`config.mk`:
```
export PLATFORM = sky130hd
export DESIGN_NAME = mps_top
export DESIGN_NICKNAME = d
export VERILOG_FILES = /design/src/include/mps_pkg.sv /design/src/include/mps_space_if.sv /design/src/rtl/mps_len_calc.sv /design/src/rtl/mps_top.sv /design/src/rtl/mps_wrap_unit.sv
export SDC_FILE = /design/constraint.sdc
export NUM_CORES = 1
export LEC_CHECK = 0
export BUFFER_PORTS_ARGS = -buffer_cell sky130_fd_sc_hd__buf_2
export CAP_MARGIN = 15
export CORE_MARGIN = 5
export CORE_UTILIZATION = 40
export CTS_BUF_LIST = sky130_fd_sc_hd__clkbuf_4 sky130_fd_sc_hd__clkbuf_8 sky130_fd_sc_hd__clkbuf_16
export DETAILED_ROUTE_END_ITERATION = 7
export PLACE_DENSITY = 0.7
export SLEW_MARGIN = 20
export SYNTH_ARGS = -nofsm -noshare
export SYNTH_HDL_FRONTEND = slang
export SYNTH_HIERARCHICAL = 1
export SYNTH_SLANG_ARGS = --single-unit
```
`constraint.sdc`:
```
create_clock -name aclk -period 10.1 [get_ports aclk]
set_clock_uncertainty 0.1 [all_clocks]
set_input_delay 1.515 -clock aclk [delete_from_list [all_inputs] [get_ports aclk]]
set_output_delay 1.515 -clock aclk [all_outputs]
set_load 0.02 [all_outputs]
```
`src/include/mps_pkg.sv`:
```
// constants for the modulo pointer selection block
// assumes an AXI4-Lite master and a datapath on the same clock
package mps_pkg;
  localparam int unsigned ADDR_W = 8;
  localparam int unsigned DATA_W = 32;
  localparam int unsigned REG_W = 16;
  localparam logic [7:0] OFS_CTRL = 8'h00;
  localparam logic [7:0] OFS_X_START = 8'h04;
  localparam logic [7:0] OFS_X_END = 8'h08;
  localparam logic [7:0] OFS_Y_START = 8'h0C;
  localparam logic [7:0] OFS_Y_END = 8'h10;
  localparam logic [7:0] OFS_STATUS = 8'h14;
  localparam logic [7:0] OFS_X_LEN = 8'h18;
  localparam logic [7:0] OFS_Y_LEN = 8'h1C;
  localparam int unsigned X_SEL_LSB = 0;
  localparam int unsigned Y_SEL_LSB = 4;
  localparam int unsigned X_EN_BIT = 15;
  localparam int unsigned Y_EN_BIT = 14;
  localparam logic [3:0] SEL_NONE = 4'hF;
  localparam logic [15:0] CTRL_RST = 16'h00FF;
  localparam logic [15:0] CTRL_MASK = 16'hC0FF;
  localparam logic [15:0] BOUND_RST = 16'h0000;
  localparam logic [1:0] RESP_OKAY = 2'h0;
  localparam logic [1:0] RESP_SLVERR = 2'h2;
endpackage

```
`src/include/mps_space_if.sv`:
```
// carries one address space's wrap settings between modules
// assumes the top drives settings and a length unit drives results
`timescale 1ns/100ps
`default_nettype none
interface mps_space_if;
  logic wrap_on;
  logic [3:0] sel;
  logic [15:0] buf_start;
  logic [15:0] buf_end;
  logic [15:0] len_words;
  logic pow2;
  logic order_ok;
  modport cfg (output wrap_on, sel, buf_start, buf_end,
    input len_words, pow2, order_ok);
  modport len (input buf_start, buf_end, output len_words, pow2, order_ok);
  modport unit (input wrap_on, sel, buf_start, buf_end, pow2, order_ok);
endinterface
`default_nettype wire

```
`src/rtl/mps_len_calc.sv`:
```
// buffer length and shape from the two bounds
// assumes bounds are byte addresses of word items
`timescale 1ns/100ps
`default_nettype none
module mps_len_calc
  import mps_pkg::*;
(
  mps_space_if.len sp
);
  logic [16:0] diff;
  logic [15:0] words;
  assign diff = {1'b0, sp.buf_end} - {1'b0, sp.buf_start};
  assign words = diff[16:1] + 16'h0001;
  assign sp.len_words = words;
  assign sp.order_ok = sp.buf_end >= sp.buf_start;
  assign sp.pow2 = (words & (words - 16'h0001)) == 16'h0000;
endmodule // mps_len_calc
`default_nettype wire

```
`src/rtl/mps_top.sv`:
```
// modulo pointer selection: control registers and three generators
// assumes an AXI4-Lite master and an execution datapath on aclk
//
// Added by the designer: the register offsets and the AXI4-Lite register port.
`timescale 1ns/100ps
`default_nettype none
module mps_top
  import mps_pkg::*;
(
  input wire logic aclk,
  input wire logic aresetn,
  input wire logic [7:0] s_axi_awaddr,
  input wire logic [2:0] s_axi_awprot,
  input wire logic s_axi_awvalid,
  output logic s_axi_awready,
  input wire logic [31:0] s_axi_wdata,
  input wire logic [3:0] s_axi_wstrb,
  input wire logic s_axi_wvalid,
  output logic s_axi_wready,
  output logic [1:0] s_axi_bresp,
  output logic s_axi_bvalid,
  input wire logic s_axi_bready,
  input wire logic [7:0] s_axi_araddr,
  input wire logic [2:0] s_axi_arprot,
  input wire logic s_axi_arvalid,
  output logic s_axi_arready,
  output logic [31:0] s_axi_rdata,
  output logic [1:0] s_axi_rresp,
  output logic s_axi_rvalid,
  input wire logic s_axi_rready,
  input wire logic xr_valid,
  input wire logic [3:0] xr_ptr_num,
  input wire logic [15:0] xr_ptr,
  input wire logic [15:0] xr_step,
  output logic xr_addr_valid,
  output logic [15:0] xr_addr,
  output logic xr_wrapped,
  input wire logic xw_valid,
  input wire logic [3:0] xw_ptr_num,
  input wire logic [15:0] xw_ptr,
  input wire logic [15:0] xw_step,
  output logic xw_addr_valid,
  output logic [15:0] xw_addr,
  output logic xw_wrapped,
  input wire logic y_valid,
  input wire logic [3:0] y_ptr_num,
  input wire logic [15:0] y_ptr,
  input wire logic [15:0] y_step,
  output logic y_addr_valid,
  output logic [15:0] y_addr,
  output logic y_wrapped
);
  mps_space_if x_sp ();
  mps_space_if y_sp ();

  logic [15:0] modulo_select_control;
  logic [15:0] x_buffer_start;
  logic [15:0] x_buffer_end;
  logic [15:0] y_buffer_start;
  logic [15:0] y_buffer_end;
  logic [15:0] next_modulo_select_control;
  logic [15:0] next_x_buffer_start;
  logic [15:0] next_x_buffer_end;
  logic [15:0] next_y_buffer_start;
  logic [15:0] next_y_buffer_end;

  logic aw_full;
  logic [7:0] aw_addr;
  logic w_full;
  logic [31:0] w_data;
  logic [3:0] w_strb;
  logic bvalid;
  logic [1:0] bresp;
  logic rvalid;
  logic [31:0] rdata;
  logic [1:0] rresp;
  logic next_aw_full;
  logic [7:0] next_aw_addr;
  logic next_w_full;
  logic [31:0] next_w_data;
  logic [3:0] next_w_strb;
  logic next_bvalid;
  logic [1:0] next_bresp;
  logic next_rvalid;
  logic [31:0] next_rdata;
  logic [1:0] next_rresp;

  logic [3:0] x_wrap_pointer_select;
  logic [3:0] y_wrap_pointer_select;
  logic x_wrap_enable;
  logic y_wrap_enable;
  logic do_write;
  logic [16:0] rd_word;
  logic [15:0] status;

  // control field extraction
  assign x_wrap_pointer_select = modulo_select_control[X_SEL_LSB +: 4];
  assign y_wrap_pointer_select = modulo_select_control[Y_SEL_LSB +: 4];
  assign x_wrap_enable = modulo_select_control[X_EN_BIT];
  assign y_wrap_enable = modulo_select_control[Y_EN_BIT];

  // space settings; selector 15 forces wrapping off
  assign x_sp.wrap_on = x_wrap_enable && (x_wrap_pointer_select != SEL_NONE);
  assign x_sp.sel = x_wrap_pointer_select;
  assign x_sp.buf_start = x_buffer_start;
  assign x_sp.buf_end = x_buffer_end;
  assign y_sp.wrap_on = y_wrap_enable && (y_wrap_pointer_select != SEL_NONE);
  assign y_sp.sel = y_wrap_pointer_select;
  assign y_sp.buf_start = y_buffer_start;
  assign y_sp.buf_end = y_buffer_end;

  mps_len_calc u_x_len (
    .sp (x_sp)
  );

  mps_len_calc u_y_len (
    .sp (y_sp)
  );

  // x read and x write generators share the x settings
  mps_wrap_unit #(.WORD_ONLY(1'b0)) u_xr (
    .aclk (aclk),
    .aresetn (aresetn),
    .sp (x_sp),
    .req_valid (xr_valid),
    .ptr_num (xr_ptr_num),
    .ptr (xr_ptr),
    .step (xr_step),
    .out_valid (xr_addr_valid),
    .out_addr (xr_addr),
    .wrapped (xr_wrapped)
  );

  mps_wrap_unit #(.WORD_ONLY(1'b0)) u_xw (
    .aclk (aclk),
    .aresetn (aresetn),
    .sp (x_sp),
    .req_valid (xw_valid),
    .ptr_num (xw_ptr_num),
    .ptr (xw_ptr),
    .step (xw_step),
    .out_valid (xw_addr_valid),
    .out_addr (xw_addr),
    .wrapped (xw_wrapped)
  );

  mps_wrap_unit #(.WORD_ONLY(1'b1)) u_y (
    .aclk (aclk),
    .aresetn (aresetn),
    .sp (y_sp),
    .req_valid (y_valid),
    .ptr_num (y_ptr_num),
    .ptr (y_ptr),
    .step (y_step),
    .out_valid (y_addr_valid),
    .out_addr (y_addr),
    .wrapped (y_wrapped)
  );

  // merges a 16-bit register with strobed write data
  function automatic logic [15:0] merge16(input logic [15:0] old,
      input logic [31:0] data, input logic [3:0] strb);
    logic [15:0] r;
    r = old;
    if (strb[0]) begin
      r[7:0] = data[7:0];
    end
    if (strb[1]) begin
      r[15:8] = data[15:8];
    end
    return r;
  endfunction

  // true for any mapped word address
  function automatic logic is_mapped(input logic [7:0] a);
    logic [7:0] w;
    w = {a[7:2], 2'b00};
    return (w == OFS_CTRL) || (w == OFS_X_START) || (w == OFS_X_END) ||
      (w == OFS_Y_START) || (w == OFS_Y_END) || (w == OFS_STATUS) ||
      (w == OFS_X_LEN) || (w == OFS_Y_LEN);
  endfunction

  assign status = {10'h000, y_sp.order_ok, x_sp.order_ok, y_sp.pow2,
    x_sp.pow2, y_sp.wrap_on, x_sp.wrap_on};

  // read data for one word address
  always_comb begin
    rd_word = 17'h00000;
    unique case ({s_axi_araddr[7:2], 2'b00})
      OFS_CTRL: rd_word = {1'b1, modulo_select_control};
      OFS_X_START: rd_word = {1'b1, x_buffer_start};
      OFS_X_END: rd_word = {1'b1, x_buffer_end};
      OFS_Y_START: rd_word = {1'b1, y_buffer_start};
      OFS_Y_END: rd_word = {1'b1, y_buffer_end};
      OFS_STATUS: rd_word = {1'b1, status};
      OFS_X_LEN: rd_word = {1'b1, x_sp.len_words};
      OFS_Y_LEN: rd_word = {1'b1, y_sp.len_words};
      default: rd_word = 17'h00000;
    endcase
  end

  assign s_axi_awready = ~aw_full;
  assign s_axi_wready = ~w_full;
  assign s_axi_arready = ~rvalid;
  assign s_axi_bvalid = bvalid;
  assign s_axi_bresp = bresp;
  assign s_axi_rvalid = rvalid;
  assign s_axi_rdata = rdata;
  assign s_axi_rresp = rresp;
  assign do_write = aw_full && w_full && !bvalid;

  // bus channels
  always_comb begin
    next_aw_full = aw_full;
    next_aw_addr = aw_addr;
    next_w_full = w_full;
    next_w_data = w_data;
    next_w_strb = w_strb;
    next_bvalid = bvalid;
    next_bresp = bresp;
    next_rvalid = rvalid;
    next_rdata = rdata;
    next_rresp = rresp;
    if (s_axi_awvalid && !aw_full) begin
      next_aw_full = 1'b1;
      next_aw_addr = s_axi_awaddr;
    end
    if (s_axi_wvalid && !w_full) begin
      next_w_full = 1'b1;
      next_w_data = s_axi_wdata;
      next_w_strb = s_axi_wstrb;
    end
    if (bvalid && s_axi_bready) begin
      next_bvalid = 1'b0;
    end
    if (do_write) begin
      next_aw_full = 1'b0;
      next_w_full = 1'b0;
      next_bvalid = 1'b1;
      next_bresp = is_mapped(aw_addr) ? RESP_OKAY : RESP_SLVERR;
    end
    if (rvalid && s_axi_rready) begin
      next_rvalid = 1'b0;
    end
    if (s_axi_arvalid && !rvalid) begin
      next_rvalid = 1'b1;
      next_rdata = {16'h0000, rd_word[15:0]};
      next_rresp = rd_word[16] ? RESP_OKAY : RESP_SLVERR;
    end
  end

  // register writes
  always_comb begin
    next_modulo_select_control = modulo_select_control;
    next_x_buffer_start = x_buffer_start;
    next_x_buffer_end = x_buffer_end;
    next_y_buffer_start = y_buffer_start;
    next_y_buffer_end = y_buffer_end;
    if (do_write) begin
      unique case ({aw_addr[7:2], 2'b00})
        OFS_CTRL: next_modulo_select_control =
          merge16(modulo_select_control, w_data, w_strb) & CTRL_MASK;
        OFS_X_START: next_x_buffer_start = merge16(x_buffer_start, w_data, w_strb);
        OFS_X_END: next_x_buffer_end = merge16(x_buffer_end, w_data, w_strb);
        OFS_Y_START: next_y_buffer_start = merge16(y_buffer_start, w_data, w_strb);
        OFS_Y_END: next_y_buffer_end = merge16(y_buffer_end, w_data, w_strb);
        default: next_modulo_select_control = modulo_select_control;
      endcase
    end
  end

  always_ff @(posedge aclk) begin
    if (!aresetn) begin
      aw_full <= 1'b0;
      aw_addr <= 8'h00;
      w_full <= 1'b0;
      w_data <= 32'h00000000;
      w_strb <= 4'h0;
      bvalid <= 1'b0;
      bresp <= RESP_OKAY;
      rvalid <= 1'b0;
      rdata <= 32'h00000000;
      rresp <= RESP_OKAY;
    end else begin
      aw_full <= next_aw_full;
      aw_addr <= next_aw_addr;
      w_full <= next_w_full;
      w_data <= next_w_data;
      w_strb <= next_w_strb;
      bvalid <= next_bvalid;
      bresp <= next_bresp;
      rvalid <= next_rvalid;
      rdata <= next_rdata;
      rresp <= next_rresp;
    end
  end

  always_ff @(posedge aclk) begin
    if (!aresetn) begin
      modulo_select_control <= CTRL_RST;
      x_buffer_start <= BOUND_RST;
      x_buffer_end <= BOUND_RST;
      y_buffer_start <= BOUND_RST;
      y_buffer_end <= BOUND_RST;
    end else begin
      modulo_select_control <= next_modulo_select_control;
      x_buffer_start <= next_x_buffer_start;
      x_buffer_end <= next_x_buffer_end;
      y_buffer_start <= next_y_buffer_start;
      y_buffer_end <= next_y_buffer_end;
    end
  end
endmodule // mps_top
`default_nettype wire

```
`src/rtl/mps_wrap_unit.sv`:
```
// one address generator: steps a pointer and wraps it in its buffer
// assumes one request per cycle at most, result one cycle later
`timescale 1ns/100ps
`default_nettype none
module mps_wrap_unit
  import mps_pkg::*;
#(
  parameter bit WORD_ONLY = 1'b0
) (
  input wire logic aclk,
  input wire logic aresetn,
  mps_space_if.unit sp,
  input wire logic req_valid,
  input wire logic [3:0] ptr_num,
  input wire logic [15:0] ptr,
  input wire logic [15:0] step,
  output logic out_valid,
  output logic [15:0] out_addr,
  output logic wrapped
);
  logic selected;
  logic inc;
  logic over;
  logic under;
  logic signed [17:0] sum;
  logic next_valid;
  logic next_wrapped;
  logic [15:0] next_addr;

  always_comb begin
    selected = sp.wrap_on && sp.order_ok && (ptr_num == sp.sel);
    inc = ~step[15];
    sum = $signed({2'b00, ptr}) + $signed({{2{step[15]}}, step});
    over = inc && (sum > $signed({2'b00, sp.buf_end}));
    under = ~inc && (sum < $signed({2'b00, sp.buf_start}));
    next_valid = req_valid;
    next_wrapped = 1'b0;
    next_addr = out_addr;
    if (req_valid) begin
      next_addr = sum[15:0];
      if (selected && over) begin
        next_addr = sp.buf_start;
        next_wrapped = 1'b1;
      end else if (selected && under) begin
        next_addr = sp.buf_end;
        next_wrapped = 1'b1;
      end
      if (WORD_ONLY) begin
        next_addr[0] = 1'b0;
      end
    end
  end

  always_ff @(posedge aclk) begin
    if (!aresetn) begin
      out_valid <= 1'b0;
      out_addr <= 16'h0000;
      wrapped <= 1'b0;
    end else begin
      out_valid <= next_valid;
      out_addr <= next_addr;
      wrapped <= next_wrapped;
    end
  end
endmodule // mps_wrap_unit
`default_nettype wire

```
=== Yosys cells after proc, flatten, opt, wreduce, memory -nomap -nowiden ===
Index checks and enable logic that the tools add are counted.

* $add $sub $neg: 9
* Mux-type cells: 19
* Bitwise logic cells: 9
* Reduce and logical (&&, ||, !) cells: 57
* Eq/ne operators: 19
* $lt $le $gt $ge: 8

{| class="wikitable"
|+ Operators by type and width
! cell !! count
|-
| 17-bit one-hot mux with 8 select lines || 1
|-
| 16-bit two-way mux || 6
|-
| 17-bit by 16-bit adder with 18-bit output || 3
|-
| 18-bit by 17-bit greater-than comparator with 1-bit output || 3
|-
| 18-bit by 17-bit < comparator with 1-bit output || 3
|-
| 6-bit by 3-bit == test with 1-bit output, second input constant || 8
|-
| 16-bit by 16-bit subtractor with 17-bit output || 2
|-
| 16-bit by 1-bit adder with 16-bit output, second input constant || 2
|-
| 16-bit bitwise AND || 2
|-
| 16-bit greater-or-equal comparator || 2
|-
| 16-bit zero test || 2
|-
| 16-bit by 1-bit subtractor with 16-bit output, second input constant || 2
|-
| 3-bit AND reduction || 10
|-
| 1-bit logical AND || 26
|-
| 6-bit by 2-bit == test with 1-bit output, second input constant || 4
|-
| 4-bit == test || 3
|-
| 6-bit by 1-bit == test with 1-bit output, second input constant || 2
|-
| 6-bit zero test || 2
|-
| 1-bit two-way mux || 10
|-
| 4-bit inequality test, second input constant || 2
|-
| 1-bit logical OR || 7
|-
| 1-bit NOT || 7
|-
| 2-bit AND reduction || 3
|-
| 1-bit zero test || 4
|-
| other kinds (3) || 5
|}

* Register bits: 177
* Output and inout port bits: 95
* Input bits: 176

=== Depth between registers and ports, before layout ===
Gate-level depths: netlist (run 1).

* Depth after elaboration: 9
* Gate-level depth with buffers: 20

=== Modules after synthesis ===
Netlist (run 1), hierarchy kept.

{| class="wikitable"
|+ By module, submodules not included
! module !! instances !! cells an instance !! sequential area each (µm²) !! area an instance (µm²)
|-
| mps_top || 1 || 594 || 2402.3 || 5562.8
|-
| mps_wrap_unit at u_xr ... || 2 || 306 || 360.3 || 2531.2
|-
| mps_wrap_unit at u_y || 1 || 338 || 340.3 || 2626.3
|-
| mps_len_calc at u_x_len || 1 || 243 || 0.0 || 1739.2
|-
| mps_len_calc at u_y_len || 1 || 224 || 0.0 || 1602.8
|}

=== Worst setup path after synthesis (run 1) ===
No wires, ideal clock.

* Path kind: in2reg
* Start point: input xr_ptr[0]
* End point: register u_xr.out_addr[10]
* Buffers on the path: 1
* Path slack: 4.727 ns
* Required time: 9.875 ns
* Arrival: 5.148 ns
* Stages: 18
* Cells stage by stage: ha_1 > fa_1 > a21oi_1 > o211ai_2 > a21oi_2 > o211ai_1 > o31ai_1 > xnor2_1 > ha_1 > nand2_1 > nor4_1 > o31ai_1 > nand3_1 > o211ai_1 > a2111oi_4 > or2b_4 > buf_8 > o221ai_2

* Word-level cells in the longest chain between the ends: 6
* Elaborated cells between the ends (all ways): 9
* Those cells by class: add/sub: 1; order compare: 2; mux: 2; reduce/logical: 4

{| class="wikitable"
|+ RTL lines
! item !! line !! source
|-
| from (decl) || mps_top.sv:33 || <nowiki>input wire logic [15:0] xr_ptr,</nowiki>
|-
| 17-bit by 16-bit adder with 18-bit output (*) || mps_wrap_unit.sv:33 || <nowiki>sum = $signed({2'b00, ptr}) + $signed({{2{step[15]}}, step});</nowiki>
|-
| 18-bit by 17-bit < comparator with 1-bit output || mps_wrap_unit.sv:35 || <nowiki>under = ~inc && (sum < $signed({2'b00, sp.buf_start}));</nowiki>
|-
| 1-bit logical AND || mps_wrap_unit.sv:35 ||
|-
| 1-bit logical AND || mps_wrap_unit.sv:44 || <nowiki>end else if (selected && under) begin</nowiki>
|-
| 16-bit two-way mux || mps_wrap_unit.sv:44 ||
|-
| 16-bit two-way mux (*) || mps_wrap_unit.sv:41 || <nowiki>if (selected && over) begin</nowiki>
|-
| to (signal assigned) || mps_wrap_unit.sv:61 || <nowiki>out_addr <= next_addr;</nowiki>
|-
| to (decl) || mps_wrap_unit.sv:18 || <nowiki>output logic [15:0] out_addr,</nowiki>
|}

Mark *: on every way between the ends. The rest lies on a longest branch, timed or not.
A chain may end at the register's enable or synchronous reset.

=== Final worst setup path (run 1) ===
* Start point: input xr_ptr[0]
* End point: register u_xr.out_addr[7]

The elaborated chain is that of the path after synthesis.

==> flow_summary.ini, run 1 <==
[clock_tree]
post_cts_buffers = 0
max-clock-path-buffers = 2
htree_num_levels = 4
cts.root.buffer_cell = clkbuf_16
cts_tree = done
numClockSinks = 173
ctsHoldBuffers = 0
clock_latency_ns = 0.45
cts_resized = 0
clock_pin_slew_on_the_worst_setup_and_hold_paths_ns = 0.07
numCtsBuffers = 17

[die]
fp-row-count = 74
chipHeight_um = 214
ioPinCount = 271
initial_core_util_pct = 40.5
design.core.area_um2 = 40900
fp.dieW_um = 214
die_area_um2 = 45700

[worst_setup_path]
worst_setup_path_startpoint = xr_ptr[0]
reg2reg_from = x_buffer_end[0]
r2r_cells = 16
timing.setup.critical_path_class = input pin to register
timing.rr.end = s_axi_rdata[2]
critPathMaxStageDelay_ns = 0.54
cp.required_ns = 10.35
worst_path_fanout_max = 14
worst_path_max_delay_cell = a2111oi_4
worstPathCellList = buf_2, ha_1, fa_1, a21oi_1, o211ai_2, a21oi_2, o211ai_1, o31ai_1, xnor2_1, ha_1, nand2_1, nor4_1, o31ai_1, nand3_1, o211ai_1, a2111oi_4, nand2_2, o221ai_1
timing.critical_path.arrival_ns = 6.04
crit_path_start_kind = input pin
critical_path.endpoint_type = register
reg2reg_setup_slack_ns = 4.99

[yosys]
synth_sequential_area_ratio_pct = 20.9
post-synth-top-area-cell = dfxtp_1
synthCells = 2011
synth_top_family_by_area = compound AO/OA/AOI/OAI gates
synthesis.area_um2 = 16600
synthTopCellsByArea = dfxtp_1 (21%), ha_1 (14%), mux2i_1 (7.7%), a21oi_1 (4.4%), nand2_1 (4.1%)
synth_ff_type = dfxtp_1
synth.yosys.warnings = 6
synth_simple_gate_area_share_pct = 19.9
synth.top_cells.by_count = ha_1 (182), nand2_1 (180), inv_1 (178)
syn_avg_cell_area_um2 = 8.25
synth-async-reset-ratio_pct = 0
synth_edf_count = 0
synth_xor_area_share_pct = 5.58
proportion_of_netlist_area_held_by_the_largest_area_contributor_pct = 20.9
synth.area.mux_share_pct = 9.24
top_count_cell_post_synth = ha_1
yosysUniqueCellTypes = 122
synth_fa_ha_area_share_pct = 14.5
synth-compound-area-share_pct = 22.1
synth_seq_cells = 173

[worst_hold_path]
worstHoldEndpoint = u_xr/out_addr[7]
whs_path_depth = 2
hold_path.startpoint = u_xr/out_addr[7]
hp-class = register to register

[global_route]
grt_use_met1_pct = 30.0
grt_max_degree = 100
wire_length_of_the_first_global_routing_pass_um = 84100
globalRouteTotalUtil_pct = 23.4
globalRoute.busiestLayer = met2
first_global_vias = 15200
grt.met2_usage_pct = 40.2
grt_use_met3_pct = 3.41
grt_overflow = 0
grt_antenna_before_repair = 1

[timing]
worstMarginPinSlew_ns = 1.03
timing_max_transition_violations_final = 0
final_min_period_over_clock_period_pct = 57.3
max_freq_mhz = 173
report.final.hold_viol_count = 0
finalSetupViolations = 0
rsz_0062_raised_after_global_routing = no
post-route-min-period_ns = 5.79
max-slew-margin-rel_pct = 31.1
timing.setup.tns_ns = 0

[finish]
area_growth_syn_to_layout_pct = 12.2
final_layout_size_suffix_gt1_share_pct = 18.8
fin_area_um2 = 18600
multi_input_gate_area_in_the_final_layout_um2 = 11900
register_area_um2 = 3460
num-fill-cells = 3993
fin_nets = 2548

[detailed_routing]
wirelength_um = 56400
detailedRoute.firstPassIterationCount = 7
detail_route.iter0.violations = 1377
ant_nets = 0
via_count = 15900
avgRoutedWirePerCell_um = 20.6
drt_drc_violations_left = 0
vias_per_cell = 5.82

[power]
seqPwrFrac_pct = 35.2
clock_power_share_pct = 35.8
share_of_total_power_consumed_by_net_switching_pct = 34.9
report.power.total_mw = 2.10
intPower_mw = 1.37
combinationalPowerShare_pct = 29.0
p_leak_nw = 8.19
power.density_cell_area_nw_per_um2 = 113
vdd_drop_max_mv = 0.106
net_switching_power_mw = 0.734

[placed_design]
port_buffers = 223
globalplace.congestion = 0.956
hpwl_um = 43700
dpl_cell_area_um2 = 17900

[run]
maxCapViolCount = 0

[run_status]
run_status = complete, no violations
[per-layer routing]
layer / wire length, um / share of wire, %
met2: 26500 / 47
met5: 0 / 0
met4: 2360 / 4.2
met3: 4170 / 7.4
met1: 23400 / 41
[registers in the layout, indices dropped and copies added, names as in the netlist, 10 cells and up]
register	flops
modulo_select_control	10
s_axi_rdata	16
u_xr/out_addr	16
u_xw/out_addr	16
u_y/out_addr	15
w_data	16
x_buffer_end	16
x_buffer_start	16
y_buffer_end	16
y_buffer_start	16
[layout make-up]
cell class / instances / share of cell area [%]
multi-input combinational: 1580 / 64.1
clock buffer: 18 / 2.33
clock inverter: 14 / 1.28
antenna: 2 / 0.0269
timing repair buffer: 233 / 6.40
tap: 532 / 3.58
sequential: 173 / 18.6
inverter: 180 / 3.63
[power by group through the flow]
stage          Combinational [mW]  Clock (mW)  Sequential [mW]
2_1_floorplan               0.411           0            0.771
3_3_place_gp                0.579           0            0.754
3_5_place_dp                0.600           0            0.755
4_1_cts                     0.605       0.757            0.739
5_1_grt                     0.679       0.786            0.743
6_report                    0.611       0.752            0.740
[layout by cell type (no fill, tap or decap), drive strengths merged, types with 7 or more instances in the layout]
cell type / synthesis / routed
a2111oi: 7 / 7
a211o: 8 / 8
a211oi: 20 / 20
a21o: 23 / 23
a21oi: 162 / 162
a221oi: 15 / 15
a22oi: 9 / 9
a31oi: 12 / 12
and2: 14 / 14
and3: 22 / 22
buf: 59 / 233
clkbuf: 34 / 18
conb: 2 / 19
dfxtp: 173 / 173
ha: 182 / 182
inv: 180 / 187
mux2: 14 / 14
mux2i: 128 / 128
nand2: 184 / 184
nand2b: 15 / 15
nand3: 73 / 73
nand3b: 19 / 19
nand4: 28 / 28
nor2: 158 / 158
nor2b: 21 / 21
nor3: 33 / 33
nor3b: 7 / 7
nor4: 12 / 12
o211ai: 19 / 19
o21a: 14 / 14
o21ai: 60 / 60
o21bai: 11 / 11
o221ai: 41 / 41
o22ai: 13 / 13
o31ai: 10 / 10
or2: 10 / 10
or3: 17 / 17
xnor2: 61 / 61
xor2: 43 / 43
[worst max path at each step]
stage | end | slack (ns) | cells after the start
after floorplan | u_xr/out_addr[10] | 4.73 | 18
after global placement | u_xw/out_addr[7] | 3.91 | 18
after detailed placement | u_xr/out_addr[8] | 3.87 | 17
after CTS | u_xw/out_addr[2] | 4.32 | 17
after global routing | u_xr/out_addr[6] | 3.95 | 18
final | u_xr/out_addr[7] | 4.31 | 18
[critical path, delay by kind of cell]
kind | cells | cell delay (ns)
compound gates | 9 | 2.23
fa+ha+maj | 3 | 0.96
buf+inv | 1 | 0.10
simple gates | 4 | 1.04
xor+xnor | 1 | 0.19
[through the flow]
| stage | utilization, % | setup WS, ns | std cells | hold WS [ns] |
|---|---|---|---|---|
| CTS | 45.4 | 4.32 | 2730 | 0.371 |
| global placement | 43.8 | 3.91 | 2698 | 0.341 |
| global route | 45.5 | 3.95 | 2730 | 0.400 |
| floorplan | - | 4.73 | 2028 | 0.332 |
| detailed placement | 43.8 | 3.87 | 2698 | 0.353 |
| finish | 45.5 | 4.31 | 2732 | 0.373 |
[kinds of logic after synthesis]
family / Yosys count
AND/OR/NAND/NOR: 638
AO/OA/AOI/OAI: 483
buffers and inverters: 275
adder cells (fa/ha/maj): 190
flip-flops: 173
multiplexers: 146
XOR/XNOR: 104
other: 2
Power figures use the tool's default switching activity.
==> run 2, diff against run 1 <==
Settings changed: PLACE_DENSITY 0.7 to 0.72.
Clock period 10.1 ns to 4.6 ns, I/O delays scaled along.
==> run 2 against run 1 <==
  * Core utilization grew 3.8 points
  * First-iteration DRC count grew 8.9%
  * Non-clock buffer count grew 174
  * Sequential share of layout area shrank 1.4 points
  * Global-route usage grew 1.9 points
==> flow_summary.ini, run 2 (same netlist as run 1, synthesis figures left out) <==
[finish]
area_growth_syn_to_layout_pct = 21.5
mostFrequentLayoutCell = buf_2
commonest_non_fill_non_tap_cells_in_the_layout = buf_2 (223), buf_4 (181), nand2_1 (180), ha_1 (180), inv_1 (178)
final_layout_size_suffix_gt1_share_pct = 26.3
fin_nets = 2723
antenna_cells = 0

[detailed_routing]
wirelength_um = 60900
detailedRoute.firstPassIterationCount = 5
drt_drc_violations_left = 0
avgRoutedWirePerCell_um = 21.0
via_count = 17000
vias_per_cell = 5.84
detail_route.iter0.violations = 1499
ant_nets = 0

[die]
die_area_um2 = 45700
ioPinCount = 271
fp-row-count = 74
chipHeight_um = 214
design.core.area_um2 = 40900
initial_core_util_pct = 40.5
fp.dieW_um = 214

[timing]
max_freq_mhz = 222
timing_max_transition_violations_final = 0
finalSetupViolations = 0
timing.hold.ws_ns = 0.366
post-route-min-period_ns = 4.49
final_min_period_over_clock_period_pct = 97.7
worstMarginPinSlew_ns = 0.731
max-slew-margin-rel_pct = 51.0
report.final.hold_viol_count = 0
timing.setup.tns_ns = 0

[global_route]
grt_overflow = 0
grt_max_degree = 46
globalRouteTotalUtil_pct = 25.3
wire_length_of_the_first_global_routing_pass_um = 90900
grt_antenna_before_repair = 1
first_global_vias = 16500

[clock_tree]
clock_latency_ns = 0.46
cts_tree = done
htree_num_levels = 4
ctsHoldBuffers = 0
numCtsBuffers = 17
clock_pin_slew_on_the_worst_setup_and_hold_paths_ns = 0.08
numClockSinks = 173
max-clock-path-buffers = 2
cts.root.buffer_cell = clkbuf_16

[worst_setup_path]
cp.required_ns = 4.89
timing.setup.critical_path_class = register to register
crit_path_start_kind = register
worst_path_fanout_max = 4
timing.critical_path.arrival_ns = 4.78
critical_path.endpoint_type = register

[worst_hold_path]
hp-class = register to register

[placed_design]
port_buffers = 223
hpwl_um = 48500
globalplace.congestion = 1.02

[power]
vdd_drop_max_mv = 0.279
p_leak_nw = 9.13
power.density_cell_area_nw_per_um2 = 230

[run]
maxCapViolCount = 0

[run_status]
run_status = complete, no violations
-- run 2: cell types whose count changed in the layout (fill, tap and decap cells not counted), moves of 4 or more --
cell / before / now
xnor2_2: 2 / 6
xor2_1: 43 / 39
buf_4: 10 / 181
xnor2_1: 59 / 55
xor2_2: 0 / 4
nor4_1: 9 / 5
-- run 2: power by group --
| part | total [mW] | switching [mW] | internal (mW) |
|---|---|---|---|
| clock | 1.56 | 0.746 | 0.811 |
| combinational | 1.47 | 0.848 | 0.617 |
| sequential | 1.62 | 0.0631 | 1.56 |
| total | 4.65 | 1.66 | 2.99 |
-- run 2: worst paths after layout --
path         cells past startpoint  slack, ns              start           endpoint
min reg2reg                      2       0.37  u_xr/out_addr[10]  u_xr/out_addr[10]
max reg2reg                     17       0.11    y_buffer_end[0]     s_axi_rdata[3]
max                             17       0.11    y_buffer_end[0]     s_axi_rdata[3]
min                              2       0.37  u_xr/out_addr[10]  u_xr/out_addr[10]
-- run 2: layout make-up --
cell class	count	area, um^2
Tap cell	532	666
Timing Repair Buffer	407	2530
Fill cell	3938	20800
Sequential cell	173	3460
Clock buffer	19	453
Inverter	180	676
Clock inverter	13	173
Multi-Input combinational cell	1581	12200
-- run 2: per-layer routing --
layer  global-route usage, %  wire length [um]
met3                    4.14              4580
met4                    12.2              3380
met5                       0                16
met2                    44.4             29400
met1                    30.0             23600
-- run 2: per-stage QoR --
step | total power, mW | instances | area [um^2] | util, % | setup slack (ns)
finish | 4.65 | 2905 | 20200 | 49.3 | 0.105
global route | 4.87 | 2905 | 20200 | 49.3 | -0.0507
CTS | 4.60 | 2901 | 19900 | 48.6 | 0.00253
detailed placement | 3.07 | 2869 | 19200 | 47.0 | -0.447
global placement | 3.02 | 2869 | 19200 | 47.0 | -0.370
floorplan | 2.60 | 2028 | 16700 | - | 0.0521
-- run 2: repair_timing --
| item | CTS | global route |
|---|---|---|
| resized for setup | 8 | 39 |
| pin swaps | 1 | 19 |
| endpoints found under the hold margin | 0 | 0 |
| setup endpoints to repair | 4 | 38 |
| cloned | 0 | 1 |
| setup buffers | 0 | 3 |
-- run 2: worst max-delay path: stages, from the launching register on --
cell,delay (ns)
dfxtp_1,0.32
inv_1,0.09
ha_2,0.20
fa_2,0.24
and2b_2,0.26
o21ai_4,0.22
a21oi_4,0.11
a311oi_4,0.40
xnor2_2,0.20
and2_4,0.20
nand4_1,0.17
xnor2_2,0.24
nor2b_1,0.15
or4_4,0.45
a2111oi_4,0.42
a21oi_1,0.11
or3_4,0.37
a31oi_1,0.16
